### src/pkg/fpm_pkg.sv
// package: fault protection manager constants and types
package fpm_pkg;
  // =====================================================================
  // register offsets
  localparam logic [7:0] FPM_SOC_DGL_ADDR  = 8'h23;
  localparam logic [7:0] FPM_SOC_TH_ADDR   = 8'h24;
  localparam logic [7:0] FPM_UV_SEL_ADDR   = 8'h27;
  localparam logic [7:0] FPM_OT_SEL_ADDR   = 8'h28;
  localparam logic [7:0] FPM_PROT_EN_ADDR  = 8'h29;
  localparam logic [7:0] FPM_STATUS_ADDR   = 8'h2a;
  localparam logic [7:0] FPM_TS_DGL_ADDR   = 8'h33;
  // =====================================================================
  // field positions in enable and status registers
  localparam int FPM_BIT_OV  = 0;
  localparam int FPM_BIT_UV  = 1;
  localparam int FPM_BIT_SOC = 2;
  localparam int FPM_BIT_OT  = 3;
  localparam int FPM_BIT_TS  = 4;
  // =====================================================================
  // reset values
  localparam logic [7:0] FPM_SOC_DGL_RST = 8'h00;
  localparam logic [7:0] FPM_SOC_TH_RST  = 8'h3f;
  localparam logic [7:0] FPM_UV_SEL_RST  = 8'h00; // code 0 -> 0.4 x ref
  localparam logic [7:0] FPM_OT_SEL_RST  = 8'h00; // code 0 -> 150 C
  localparam logic [7:0] FPM_PROT_EN_RST = 8'h1f;
  localparam logic [7:0] FPM_TS_DGL_RST  = 8'h00;
  // =====================================================================
  // timing: clock 50 MHz
  localparam int FPM_CLK_MHZ     = 50;
  localparam int FPM_OV_DGL_US   = 1;
  localparam int FPM_UV_DGL_US   = 3;
  localparam int FPM_OT_DGL_US   = 45;
  localparam int FPM_OV_HOLD_US  = 45;
  localparam int FPM_OV_DGL_CYC  = FPM_OV_DGL_US * FPM_CLK_MHZ;
  localparam int FPM_UV_DGL_CYC  = FPM_UV_DGL_US * FPM_CLK_MHZ;
  localparam int FPM_OT_DGL_CYC  = FPM_OT_DGL_US * FPM_CLK_MHZ;
  localparam int FPM_OV_HOLD_CYC = FPM_OV_HOLD_US * FPM_CLK_MHZ;
  // 2-bit selectable deglitch, in microseconds per code
  localparam int FPM_SEL_DGL_US0 = 1;
  localparam int FPM_SEL_DGL_US1 = 5;
  localparam int FPM_SEL_DGL_US2 = 10;
  localparam int FPM_SEL_DGL_US3 = 20;
  // ramp: target code lsb in mV, slew 1.5 mV/us -> one lsb per step
  localparam int FPM_TGT_LSB_UV  = 1500;  // code lsb in microvolts
  localparam int FPM_SLEW_UV_US  = 1500;  // slew in microvolts per us
  localparam int FPM_RAMP_CYC    =
    (FPM_TGT_LSB_UV * FPM_CLK_MHZ) / FPM_SLEW_UV_US;
  // thermal shutdown level: 0.8 V on an 8-bit scale of full range
  localparam logic [7:0] FPM_TS_SD_CODE = 8'h66;
  localparam int FPM_CW = 12;
  // =====================================================================
  // overvoltage soft-stop states
  typedef enum logic [1:0] {
    FPM_OV_IDLE = 2'b00,
    FPM_OV_HOLD = 2'b01,
    FPM_OV_RAMP = 2'b11,
    FPM_OV_DONE = 2'b10
  } fpm_ov_t;
endpackage : fpm_pkg

### src/core/fpm_core.sv
// fault protection manager: deglitch, latch, pwm safe state, power good
`timescale 1ns/1ps
// Function
// [RL1] overvoltage after 1us sets flag, drops good
// [RL2] any fault or enable low drops good; code drops good only on faults whose enable bit is set
// [RL3] hold target 45us, pwm tri-state or low
// [RL4] then ramp target down at 1.5mV/us
// [RL5] pwm state from voltage versus target
// [RL6] overvoltage latched until enable toggle, flag clear
// [RL7] enable bit 0 gates only overvoltage action
// [RL8] undervoltage 3us: tri-state, discharge, flag bit 1
// [RL9] undervoltage fraction from 2-bit field, default 0.4
// [RL10] undervoltage latched until enable toggle
// [RL11] enable bit 1 gates only undervoltage action
// [RL12] undervoltage masked until power good first high
// [RL13] die overtemp 45us: tri-state, flag bit 3
// [RL14] die overtemp latched until enable toggle
// [RL15] enable bit 3 gates only overtemp action
// [RL16] thermal sense over level: tri-state, bit 4
// [RL17] thermal sense latched until enable toggle
// [RL18] enable bit 4 gates only thermal action
// [RL19] compare current monitor with 6-bit threshold
// [RL20] current over limit: tri-state, flag bit 2
// [RL21] current fault latched until enable toggle
// [RL22] enable bit 2 gates only current action
// [RL23] deglitch counter restarts when condition absent
module fpm_core (
  input  wire logic       ref_clk_i,
  input  wire logic       rst_n_i,
  input  wire logic       enable_i,
  input  wire logic [7:0] sensed_output_voltage_i,
  input  wire logic [7:0] external_reference_voltage_i,
  input  wire logic [7:0] target_voltage_code_i,
  input  wire logic [7:0] ov_threshold_i,
  input  wire logic [7:0] thermal_sense_voltage_i,
  input  wire logic [7:0] summed_current_monitor_voltage_i,
  input  wire logic [7:0] die_temp_code_i,
  input  wire logic       softstart_done_i,
  input  wire logic       reg_wr_i,
  input  wire logic [7:0] reg_addr_i,
  input  wire logic [7:0] reg_wdata_i,
  output logic      [7:0] reg_rdata_o,
  output logic            power_good_output_o,
  output logic            pwm_tristate_o,
  output logic            pwm_low_o,
  output logic            discharge_o,
  output logic      [7:0] internal_target_o
);
  import fpm_pkg::*;

  // =====================================================================
  // state
  typedef struct packed {
    logic [2:0]        en_sync;
    logic [1:0]        sv_sync0;
    logic [7:0]        soc_dgl, soc_th, uv_sel, ot_sel, prot_en, ts_dgl;
    logic [4:0]        flags;
    logic [4:0]        act;
    logic [4:0][FPM_CW-1:0] cnt;
    logic              pg, pg_seen;
    fpm_ov_t           ov_st;
    logic [FPM_CW-1:0] ov_cnt;
    logic [7:0]        tgt;
    logic [7:0]        rdata;
  } fpm_state_t;

  fpm_state_t r, next_r;

  // =====================================================================
  // helpers
  function automatic logic [FPM_CW-1:0] sel_dgl(input logic [1:0] c);
    case (c)
      2'd0:    sel_dgl = FPM_CW'(FPM_SEL_DGL_US0 * FPM_CLK_MHZ);
      2'd1:    sel_dgl = FPM_CW'(FPM_SEL_DGL_US1 * FPM_CLK_MHZ);
      2'd2:    sel_dgl = FPM_CW'(FPM_SEL_DGL_US2 * FPM_CLK_MHZ);
      default: sel_dgl = FPM_CW'(FPM_SEL_DGL_US3 * FPM_CLK_MHZ);
    endcase
  endfunction : sel_dgl

  // undervoltage threshold: 0.4/0.5/0.6/0.7 of reference, in tenths
  function automatic logic [7:0] uv_level(input logic [1:0] c,
                                          input logic [7:0] ref_v);
    logic [11:0] p;
    p = 12'(ref_v) * (12'd4 + 12'(c));
    uv_level = 8'(p / 12'd10);
  endfunction : uv_level

  // die temperature code threshold for 150/140/130/120 C
  function automatic logic [7:0] ot_level(input logic [1:0] c);
    ot_level = 8'd150 - {3'd0, c, 3'd0} - {5'd0, c, 1'b0};
  endfunction : ot_level

  logic [4:0]             cond;
  logic [4:0][FPM_CW-1:0] lim;
  logic                   en_s, en_prev, release_now, any_act;

  // =====================================================================
  // next state
  always_comb begin
    next_r = r;
    // two-flop enable sync plus edge history
    next_r.en_sync = {r.en_sync[1:0], enable_i};
    en_s    = r.en_sync[1];
    en_prev = r.en_sync[2];
    release_now = en_s & ~en_prev;             // rising enable releases
    next_r.sv_sync0 = {r.sv_sync0[0], softstart_done_i};

    // raw conditions
    cond[FPM_BIT_OV]  = sensed_output_voltage_i > ov_threshold_i;
    cond[FPM_BIT_UV]  = r.pg_seen &                                 // RL12
      (sensed_output_voltage_i <
       uv_level(r.uv_sel[1:0], external_reference_voltage_i));     // RL9
    cond[FPM_BIT_SOC] = summed_current_monitor_voltage_i >
                        {2'b00, r.soc_th[5:0]} << 2;               // RL19
    cond[FPM_BIT_OT]  = die_temp_code_i > ot_level(r.ot_sel[1:0]);
    cond[FPM_BIT_TS]  = thermal_sense_voltage_i > FPM_TS_SD_CODE;
    lim[FPM_BIT_OV]   = FPM_CW'(FPM_OV_DGL_CYC);
    lim[FPM_BIT_UV]   = FPM_CW'(FPM_UV_DGL_CYC);
    lim[FPM_BIT_SOC]  = sel_dgl(r.soc_dgl[1:0]);                   // RL20
    lim[FPM_BIT_OT]   = FPM_CW'(FPM_OT_DGL_CYC);
    lim[FPM_BIT_TS]   = sel_dgl(r.ts_dgl[1:0]);                    // RL16

    // deglitch counters, flags and latched actions
    for (int i = 0; i < 5; i++) begin
      if (!cond[i])
        next_r.cnt[i] = '0;                                        // RL23
      else if (r.cnt[i] != lim[i])
        next_r.cnt[i] = r.cnt[i] + FPM_CW'(1);
      if (release_now) begin
        next_r.flags[i] = 1'b0;                 // RL6 RL10 RL14 RL17 RL21
        next_r.act[i]   = 1'b0;
      end
      if (cond[i] && r.cnt[i] == lim[i]) begin
        next_r.flags[i] = 1'b1;                 // RL1 RL8 RL13 RL16 RL20
        if (r.prot_en[i])
          next_r.act[i] = 1'b1;                 // RL7 RL11 RL15 RL18 RL22
      end
    end

    // power good: latched high at soft-start end, low on enabled fault or enable low
    any_act = |next_r.act;
    if (!en_s || any_act || (|(next_r.flags & r.prot_en[4:0])))
      next_r.pg = 1'b0;                                            // RL2
    else if (r.sv_sync0[1])
      next_r.pg = 1'b1;
    if (r.pg)
      next_r.pg_seen = 1'b1;
    if (!en_s)
      next_r.pg_seen = 1'b0;

    // overvoltage soft-stop sequencer
    case (r.ov_st)
      FPM_OV_IDLE: begin
        next_r.tgt = target_voltage_code_i;
        if (next_r.act[FPM_BIT_OV]) begin
          next_r.ov_st  = FPM_OV_HOLD;
          next_r.ov_cnt = '0;
        end
      end
      FPM_OV_HOLD: begin                                           // RL3
        if (r.ov_cnt == FPM_CW'(FPM_OV_HOLD_CYC - 1)) begin
          next_r.ov_st  = FPM_OV_RAMP;
          next_r.ov_cnt = '0;
        end else
          next_r.ov_cnt = r.ov_cnt + FPM_CW'(1);
      end
      FPM_OV_RAMP: begin                                           // RL4
        if (r.tgt == 8'h00)
          next_r.ov_st = FPM_OV_DONE;
        else if (r.ov_cnt == FPM_CW'(FPM_RAMP_CYC - 1)) begin
          next_r.tgt    = r.tgt - 8'h01;
          next_r.ov_cnt = '0;
        end else
          next_r.ov_cnt = r.ov_cnt + FPM_CW'(1);
      end
      FPM_OV_DONE: ;
      default: next_r.ov_st = FPM_OV_IDLE;
    endcase
    if (release_now)
      next_r.ov_st = FPM_OV_IDLE;

    // register writes
    if (reg_wr_i) begin
      case (reg_addr_i)
        FPM_SOC_DGL_ADDR: next_r.soc_dgl = reg_wdata_i;
        FPM_SOC_TH_ADDR:  next_r.soc_th  = reg_wdata_i;
        FPM_UV_SEL_ADDR:  next_r.uv_sel  = reg_wdata_i;
        FPM_OT_SEL_ADDR:  next_r.ot_sel  = reg_wdata_i;
        FPM_PROT_EN_ADDR: next_r.prot_en = reg_wdata_i;
        FPM_TS_DGL_ADDR:  next_r.ts_dgl  = reg_wdata_i;
        default:          ;
      endcase
    end

    // registered read data
    case (reg_addr_i)
      FPM_SOC_DGL_ADDR: next_r.rdata = r.soc_dgl;
      FPM_SOC_TH_ADDR:  next_r.rdata = r.soc_th;
      FPM_UV_SEL_ADDR:  next_r.rdata = r.uv_sel;
      FPM_OT_SEL_ADDR:  next_r.rdata = r.ot_sel;
      FPM_PROT_EN_ADDR: next_r.rdata = r.prot_en;
      FPM_STATUS_ADDR:  next_r.rdata = {3'b000, r.flags};
      FPM_TS_DGL_ADDR:  next_r.rdata = r.ts_dgl;
      default:          next_r.rdata = 8'h00;
    endcase
  end

  // =====================================================================
  // state register
  always_ff @(posedge ref_clk_i or negedge rst_n_i) begin
    if (!rst_n_i) begin
      r         <= '0;
      r.soc_dgl <= FPM_SOC_DGL_RST;
      r.soc_th  <= FPM_SOC_TH_RST;
      r.uv_sel  <= FPM_UV_SEL_RST;
      r.ot_sel  <= FPM_OT_SEL_RST;
      r.prot_en <= FPM_PROT_EN_RST;
      r.ts_dgl  <= FPM_TS_DGL_RST;
      r.ov_st   <= FPM_OV_IDLE;
    end else begin
      r <= next_r;
    end
  end

  // =====================================================================
  // outputs
  always_comb begin
    reg_rdata_o         = r.rdata;
    power_good_output_o = r.pg;
    internal_target_o   = r.tgt;
    discharge_o         = r.act[FPM_BIT_UV];                       // RL8
    pwm_tristate_o      = |r.act[4:1];
    pwm_low_o           = 1'b0;
    if (r.ov_st != FPM_OV_IDLE && !(|r.act[4:1])) begin
      // above target: tri-state; at or below: low pulse
      pwm_tristate_o = sensed_output_voltage_i > r.tgt;            // RL5
      pwm_low_o      = !(sensed_output_voltage_i > r.tgt);
    end
  end
endmodule : fpm_core

### config.mk
export PLATFORM = sky130hd
export DESIGN_NAME = fpm_core
export DESIGN_NICKNAME = d
export VERILOG_FILES = /design/src/pkg/fpm_pkg.sv /design/src/core/fpm_core.sv
export SDC_FILE = /design/constraint.sdc
export NUM_CORES = 1
export LEC_CHECK = 0
export BUFFER_PORTS_ARGS = -buffer_cell sky130_fd_sc_hd__clkbuf_2
export CAP_MARGIN = 10
export CORE_UTILIZATION = 55
export CTS_CLUSTER_DIAMETER = 50
export DETAILED_ROUTE_END_ITERATION = 6
export GPL_TIMING_DRIVEN = 0
export HOLD_SLACK_MARGIN = 0.15
export PLACE_DENSITY = 0.82
export SETUP_SLACK_MARGIN = 0.05
export SLEW_MARGIN = 20
export SYNTH_ARGS = -nofsm -noshare
export SYNTH_HDL_FRONTEND = slang
export SYNTH_SLANG_ARGS = --single-unit
### constraint.sdc
create_clock -name ref_clk_i -period 8.2 [get_ports ref_clk_i]
set_input_delay 0.82 -clock ref_clk_i [delete_from_list [all_inputs] [get_ports ref_clk_i]]
set_output_delay 0.82 -clock ref_clk_i [all_outputs]
set_load 0.02 [all_outputs]
== Word-level counts from Yosys, hierarchy flattened ==
Index checks and enable logic that the tools add are counted.

* Output and inout bits: 20
* Input port bits: 77
* Flip-flop bits (word level): 155
* Logic and storage cells: 166

* Div/mod/pow operators: 1
* Bitwise logic cells: 4
* Multipliers: 1
* Reduce and logical (&&, ||, !) cells: 32
* Multiplexer cells: 54
* Order comparisons: 6
* Equality and inequality tests: 37
* $add $sub $neg: 10

{| class="wikitable"
|+ Operators with widths
! cell !! number
|-
| 12-bit 2-to-1 mux || 12
|-
| 12-bit by 1-bit adder with 12-bit output (second input constant) || 6
|-
| 10-bit one-hot mux with 3 select lines || 2
|-
| 8-bit by 6-bit equality test with 1-bit output (second input constant) || 7
|-
| 8-bit one-hot mux with 7 select lines || 1
|-
| 14-bit one-hot mux with 3 select lines || 1
|-
| 8-bit greater-than comparator || 4
|-
| 1-bit 2-to-1 mux || 31
|-
| 12-bit equality test || 2
|-
| 12-bit equality test (second input constant) || 2
|-
| 12-bit by 6-bit equality test with 1-bit output (second input constant) || 2
|-
| 12-bit inequality test || 2
|-
| 20-bit 2-to-1 mux || 1
|-
| 8-bit one-hot mux with 2 select lines || 1
|-
| 14-bit 2-to-1 mux || 1
|-
| 12-bit by 4-bit divider with 12-bit output (second input constant) || 1
|-
| 12-bit by 8-bit equality test with 1-bit output (second input constant) || 1
|-
| 8-bit by 4-bit multiplier with 12-bit output || 1
|-
| 12-bit inequality test (second input constant) || 1
|-
| 12-bit by 6-bit inequality test with 1-bit output (second input constant) || 1
|-
| 12-bit by 8-bit inequality test with 1-bit output (second input constant) || 1
|-
| 2-bit AND reduction || 6
|-
| 2-bit by 1-bit inequality test with 1-bit output (second input constant) || 5
|-
| 5-bit OR reduction || 2
|-
| 26 further kinds || 51
|}

== Depth between registers and ports, before layout ==
* Depth in word-level cells: 11
* Gate-level depth with buffers: 35
* Depth with buffers taken out: 31

== Worst setup path after synthesis ==
Ideal clock, no wire load.

* Path type: input -> register
* Start: in external_reference_voltage_i[5]
* End: reg r[46] (netlist bit)
* Setup time: 142 ps
* Slack: 946 ps
* Cell stages on the path: 33
* Arrival time: 7112 ps
* Path buffers: 3
* Required time: 8058 ps
* Path through: and2_1 -> ha_1 -> inv_1 -> fa_1 -> inv_1 -> ha_1 -> buf_6 -> a21o_1 -> a221oi_4 -> mux2i_1 -> or2_0 -> buf_2 -> a211oi_1 -> or4_1 -> o21ai_2 -> o2111a_1 -> o31a_1 -> and3_1 -> inv_1 -> o21ai_0 -> a21oi_1 -> a21oi_1 -> nor2b_1 -> ha_1 -> nand3_1 -> o221ai_1 -> nor2_1 -> o31ai_2 -> o31ai_1 -> nor3b_1 -> a311oi_2 -> buf_6 -> nor3_2

* Cells in the longest elaborated chain, start to end: 5
* Elaborated cells between the ends (all ways): 6
* Those cells by class: 1 x mul; 1 x div; 1 x order compare; 1 x eq/ne; 1 x mux; 1 x bitwise

{| class="wikitable"
|+ Ends and longest elaborated chain
! element !! line !! text
|-
| start: declaration || fpm_core.sv:32 || <nowiki>input wire logic [7:0] external_reference_voltage_i,</nowiki>
|-
| 8-bit by 4-bit multiplier with 12-bit output * || fpm_core.sv:84 || <nowiki>p = 12'(ref_v) * (12'd4 + 12'(c));</nowiki>
|-
| 12-bit by 4-bit divider with 12-bit output * || fpm_core.sv:85 || <nowiki>uv_level = 8'(p / 12'd10);</nowiki>
|-
| 8-bit < comparator * || fpm_core.sv:111 || <nowiki>(sensed_output_voltage_i <</nowiki>
|-
| 1-bit AND * || fpm_core.sv:110 || <nowiki>cond[FPM_BIT_UV] = r.pg_seen &</nowiki>
|-
| 2-bit by 1-bit inequality test with 1-bit output (no line) / 12-bit 2-to-1 mux (equally long branches) || - ||
|-
| end signal: assignment || fpm_core.sv:221 || <nowiki>r <= next_r;</nowiki>
|-
| end: declaration || fpm_core.sv:67 || <nowiki>fpm_state_t r, next_r;</nowiki>
|}

Every way passes the cells marked *; elsewhere a longest branch is shown, timed or not.
A chain may end at the register's enable or synchronous reset.

== Final worst setup path ==
* Start: reg r[127] (netlist bit)
* End: reg r[50] (netlist bit)

* Cells in the longest elaborated chain, start to end: 6
* Elaborated cells between the ends (all ways): 7
* Those cells by class: 1 x add/sub; 1 x mul; 1 x div; 1 x order compare; 1 x eq/ne; 1 x mux; 1 x bitwise

{| class="wikitable"
|+ Ends and longest elaborated chain
! element !! line
|-
| 3-bit by 2-bit adder with 4-bit output * || fpm_core.sv:84
|-
| 8-bit by 4-bit multiplier with 12-bit output * || fpm_core.sv:84
|-
| 12-bit by 4-bit divider with 12-bit output * || fpm_core.sv:85
|-
| 8-bit < comparator * || fpm_core.sv:111
|-
| 1-bit AND * || fpm_core.sv:110
|-
| 2-bit by 1-bit inequality test with 1-bit output (no line) / 12-bit 2-to-1 mux (equally long branches) || -
|}

Marks and branches as above.

==> impl_metrics.env <==
export IMPL_hold_start="next_r[153]"
export IMPL_max_cap_violations=0
export IMPL_comb_power_share=0.178
export IMPL_fillers=1485
export IMPL_fin_cells=1517
export IMPL_period_share=0.934
export IMPL_grt_usage=0.261
export IMPL_grt_use_met2=0.436
export IMPL_synth_cells=1152
export IMPL_async_reset_ff_frac=1.00
export IMPL_clock_root_buffer="clkbuf_16"
export IMPL_clock_path_buffers=2
export IMPL_p_clk_frac=0.397
export IMPL_drt_wirelength_per_cell_um=16.6
export IMPL_fin_crit_ns=7.66
export IMPL_fmax_mhz=131
export IMPL_r2r_slack_ns=0.54
export IMPL_worst_pin_slew_ns=1.09
export IMPL_clk_pin_slew_worst_paths_ns=0.06
export IMPL_drt_wl_total_um=25300
export IMPL_tns_ns=0
export IMPL_relSlewSlack=0.265
export IMPL_cp_max_fo=10
export IMPL_globalRouteMet3Util=0.0404
export IMPL_grt_use_met1=0.345
export IMPL_ctsHoldBuffers=0
export IMPL_grt_start_max_net_pins=88
export IMPL_cts_tree="yes"
export IMPL_io_pins=97
export IMPL_drive_gt1_frac=0.198
export IMPL_first_pass_iters=5
export IMPL_cts_buffers=17
export IMPL_r2r_start="r[127]"
export IMPL_grt_overflow=0
export IMPL_synthFlopType="dfrtp_1"
export IMPL_outcome="finished clean"
export IMPL_layout_nets=1423
export IMPL_power_density_nw_per_um2=162
export IMPL_layout_common_cells="dfrtp_1 (144), nor2_1 (121), clkbuf_2 (95), nand2_1 (80), ha_1 (70)"
export IMPL_drt_iter0_drc=670
export IMPL_skew_ns=0.00718
export IMPL_setup_viol=0
export IMPL_cp_slowest_cell="a2111oi_1"
export IMPL_vias=9196
export IMPL_die_x_um=141
export IMPL_p_sw_frac=0.285
export IMPL_cts_htree_levels=4
export IMPL_arrival_ns=7.95
export IMPL_drv_slew=0
export IMPL_initial_core_util=0.563
export IMPL_layout_commonest_cell="dfrtp_1"
export IMPL_clk_latency_ns=0.43
export IMPL_power_leakage_nw=5.68
export IMPL_regArea_um2=3890
export IMPL_synthToLayoutAreaGrowth_pct=14.2
export IMPL_p_seq_frac=0.425
export IMPL_vias_per_cell=6.06
export IMPL_place_gp_congestion=0.938
export IMPL_dp_cells=1483
export IMPL_grt_pass1_vias=8656
export IMPL_p_int_mw=1.40
export IMPL_required_ns=8.48
export IMPL_holdPathStages=0
export IMPL_dp_hpwl_um=18300
export IMPL_synth_nets=1305
export IMPL_grt_pass1_wl_um=41500
export IMPL_multi_input_area_um2=6230
export IMPL_num_rows=50
export IMPL_cts_sinks=155
export IMPL_avgSynthCellArea_um2=9.18
export IMPL_rsz0062_at_grt="false"
export IMPL_ys_warn_count=0
export IMPL_busiest_layer="met2"
export IMPL_ys_seq_area_frac=0.368
export IMPL_p_sw_uw=558
export IMPL_vdd_drop_max_uv=153
export IMPL_coreArea_um2=18800
export IMPL_crit_path_end_kind="flop"
export IMPL_ys_seq_elements=155
export IMPL_netlist_area_um2=10600
export IMPL_num_antenna_cells=0
export IMPL_start_kind="flop"
export IMPL_whs_endpoint="en_s"
export IMPL_crit_type="reg -> reg"
export IMPL_worst_path_largest_cell_delay_ns=0.54
export IMPL_hold_path_class="reg -> reg"
export IMPL_antenna_found_initial=0
export IMPL_synth_edf_count=0
export IMPL_fp_dieH_um=141
export IMPL_drc=0
export IMPL_r2r_end="r[50]"
export IMPL_ant_nets=0
export IMPL_worstRegToRegCells=32
export IMPL_yosysUniqueCellTypes=82
export IMPL_portBuffers=94
export IMPL_die_area_um2=19800
export IMPL_finalHoldViolations=0
how the worst max path moves through the flow:
stage	startpoint	end	slack, ns	cells after the start
after floorplan	external_reference_voltage_i[5]	r[46]	0.95	33
after global placement	external_reference_voltage_i[5]	r[46]	-0.22	34
after detailed placement	external_reference_voltage_i[5]	r[53]	-0.27	34
after CTS	r[127]	r[52]	0.12	33
after global routing	r[127]	r[55]	0.03	34
final	r[127]	r[50]	0.54	32
layer usage:
layer	part of all wire	routed length [um]	vias up
met1	0.45	11300	4461
met2	0.49	12300	277
li1	-	-	4411
met3	0.047	1190	47
met5	0	0	-
met4	0.019	469	0
sequential cells by signal (all words and copies together), names as in the netlist:
name	flops
r	133
internal_target_o	8
reg_rdata_o	8
next_r	2
discharge_o	1
en_prev	1
en_s	1
power_good_output_o	1
cells in the mapped netlist, drive strengths merged (32+ instances only):
cell	instances	area, um2
a21oi	49	245
dfrtp	144	3600
ha	70	876
inv	64	240
mux2	50	567
nand2	80	300
nand3	47	235
nor2	122	460
nor3	39	250
o21ai	61	309
xnor2	32	280
xor2	33	289
what timing repair did:
| item | 4_1_cts | 5_1_grt |
|---|---|---|
| endpoints found under the setup margin | 0 | 15 |
| resized for setup | 0 | 13 |
| buffers inserted | 0 | 2 |
layout make-up:
type | count | area share
plain buffers | 53 | 0.0236
clock buffers | 25 | 0.0419
clock inverters | 7 | 0.00663
inverters | 64 | 0.0199
multi-input cells | 880 | 0.516
flip-flops and latches | 155 | 0.322
well taps | 234 | 0.0242
repair buffers | 99 | 0.0453
kinds of logic (layout without fill, tap and decap cells):
logic type               Yosys count  in the layout  share of synthesized area
adder cells (fa/ha/maj)           76             76                     0.0942
XOR/XNOR                          65             65                     0.0538
buffers and inverters            117            248                     0.0495
multiplexers                      63             63                     0.0659
AO/OA/AOI/OAI                    254            254                      0.165
AND/OR/NAND/NOR                  422            422                      0.204
flip-flops                       155            155                      0.368
through the flow:
stage / hold WS, ns / util / setup WS (ns) / cell area, um2 / total power, mW
6_report: 0.377 / 0.643 / 0.538 / 12100 / 1.96
5_1_grt: 0.374 / 0.643 / 0.0284 / 12100 / 2.04
4_1_cts: 0.375 / 0.638 / 0.115 / 12000 / 1.96
3_5_place_dp: 0.362 / 0.607 / -0.272 / 11400 / 1.18
3_3_place_gp: 0.367 / 0.604 / -0.218 / 11300 / 1.17
2_1_floorplan: 0.331 / - / 0.946 / 10600 / 1.07
power groups by stage:
stage | clock, mW | sequential [mW] | combinational (mW)
after global placement | 0 | 0.843 | 0.328
after detailed placement | 0 | 0.845 | 0.339
final | 0.777 | 0.833 | 0.349
after global routing | 0.817 | 0.837 | 0.391
after floorplan | 0 | 0.835 | 0.237
after CTS | 0.783 | 0.832 | 0.341
critical path, delay by kind of cell (launching register included):
kind                     cells  cell delay, ns
adder cells (fa/ha/maj)      4            1.35
buffers and inverters        6            0.89
flip-flops                   1            0.48
AO/OA/AOI/OAI               12            3.03
multiplexers                 2            0.61
AND/OR/NAND/NOR              8            1.15
Power figures use the tool's default switching activity.
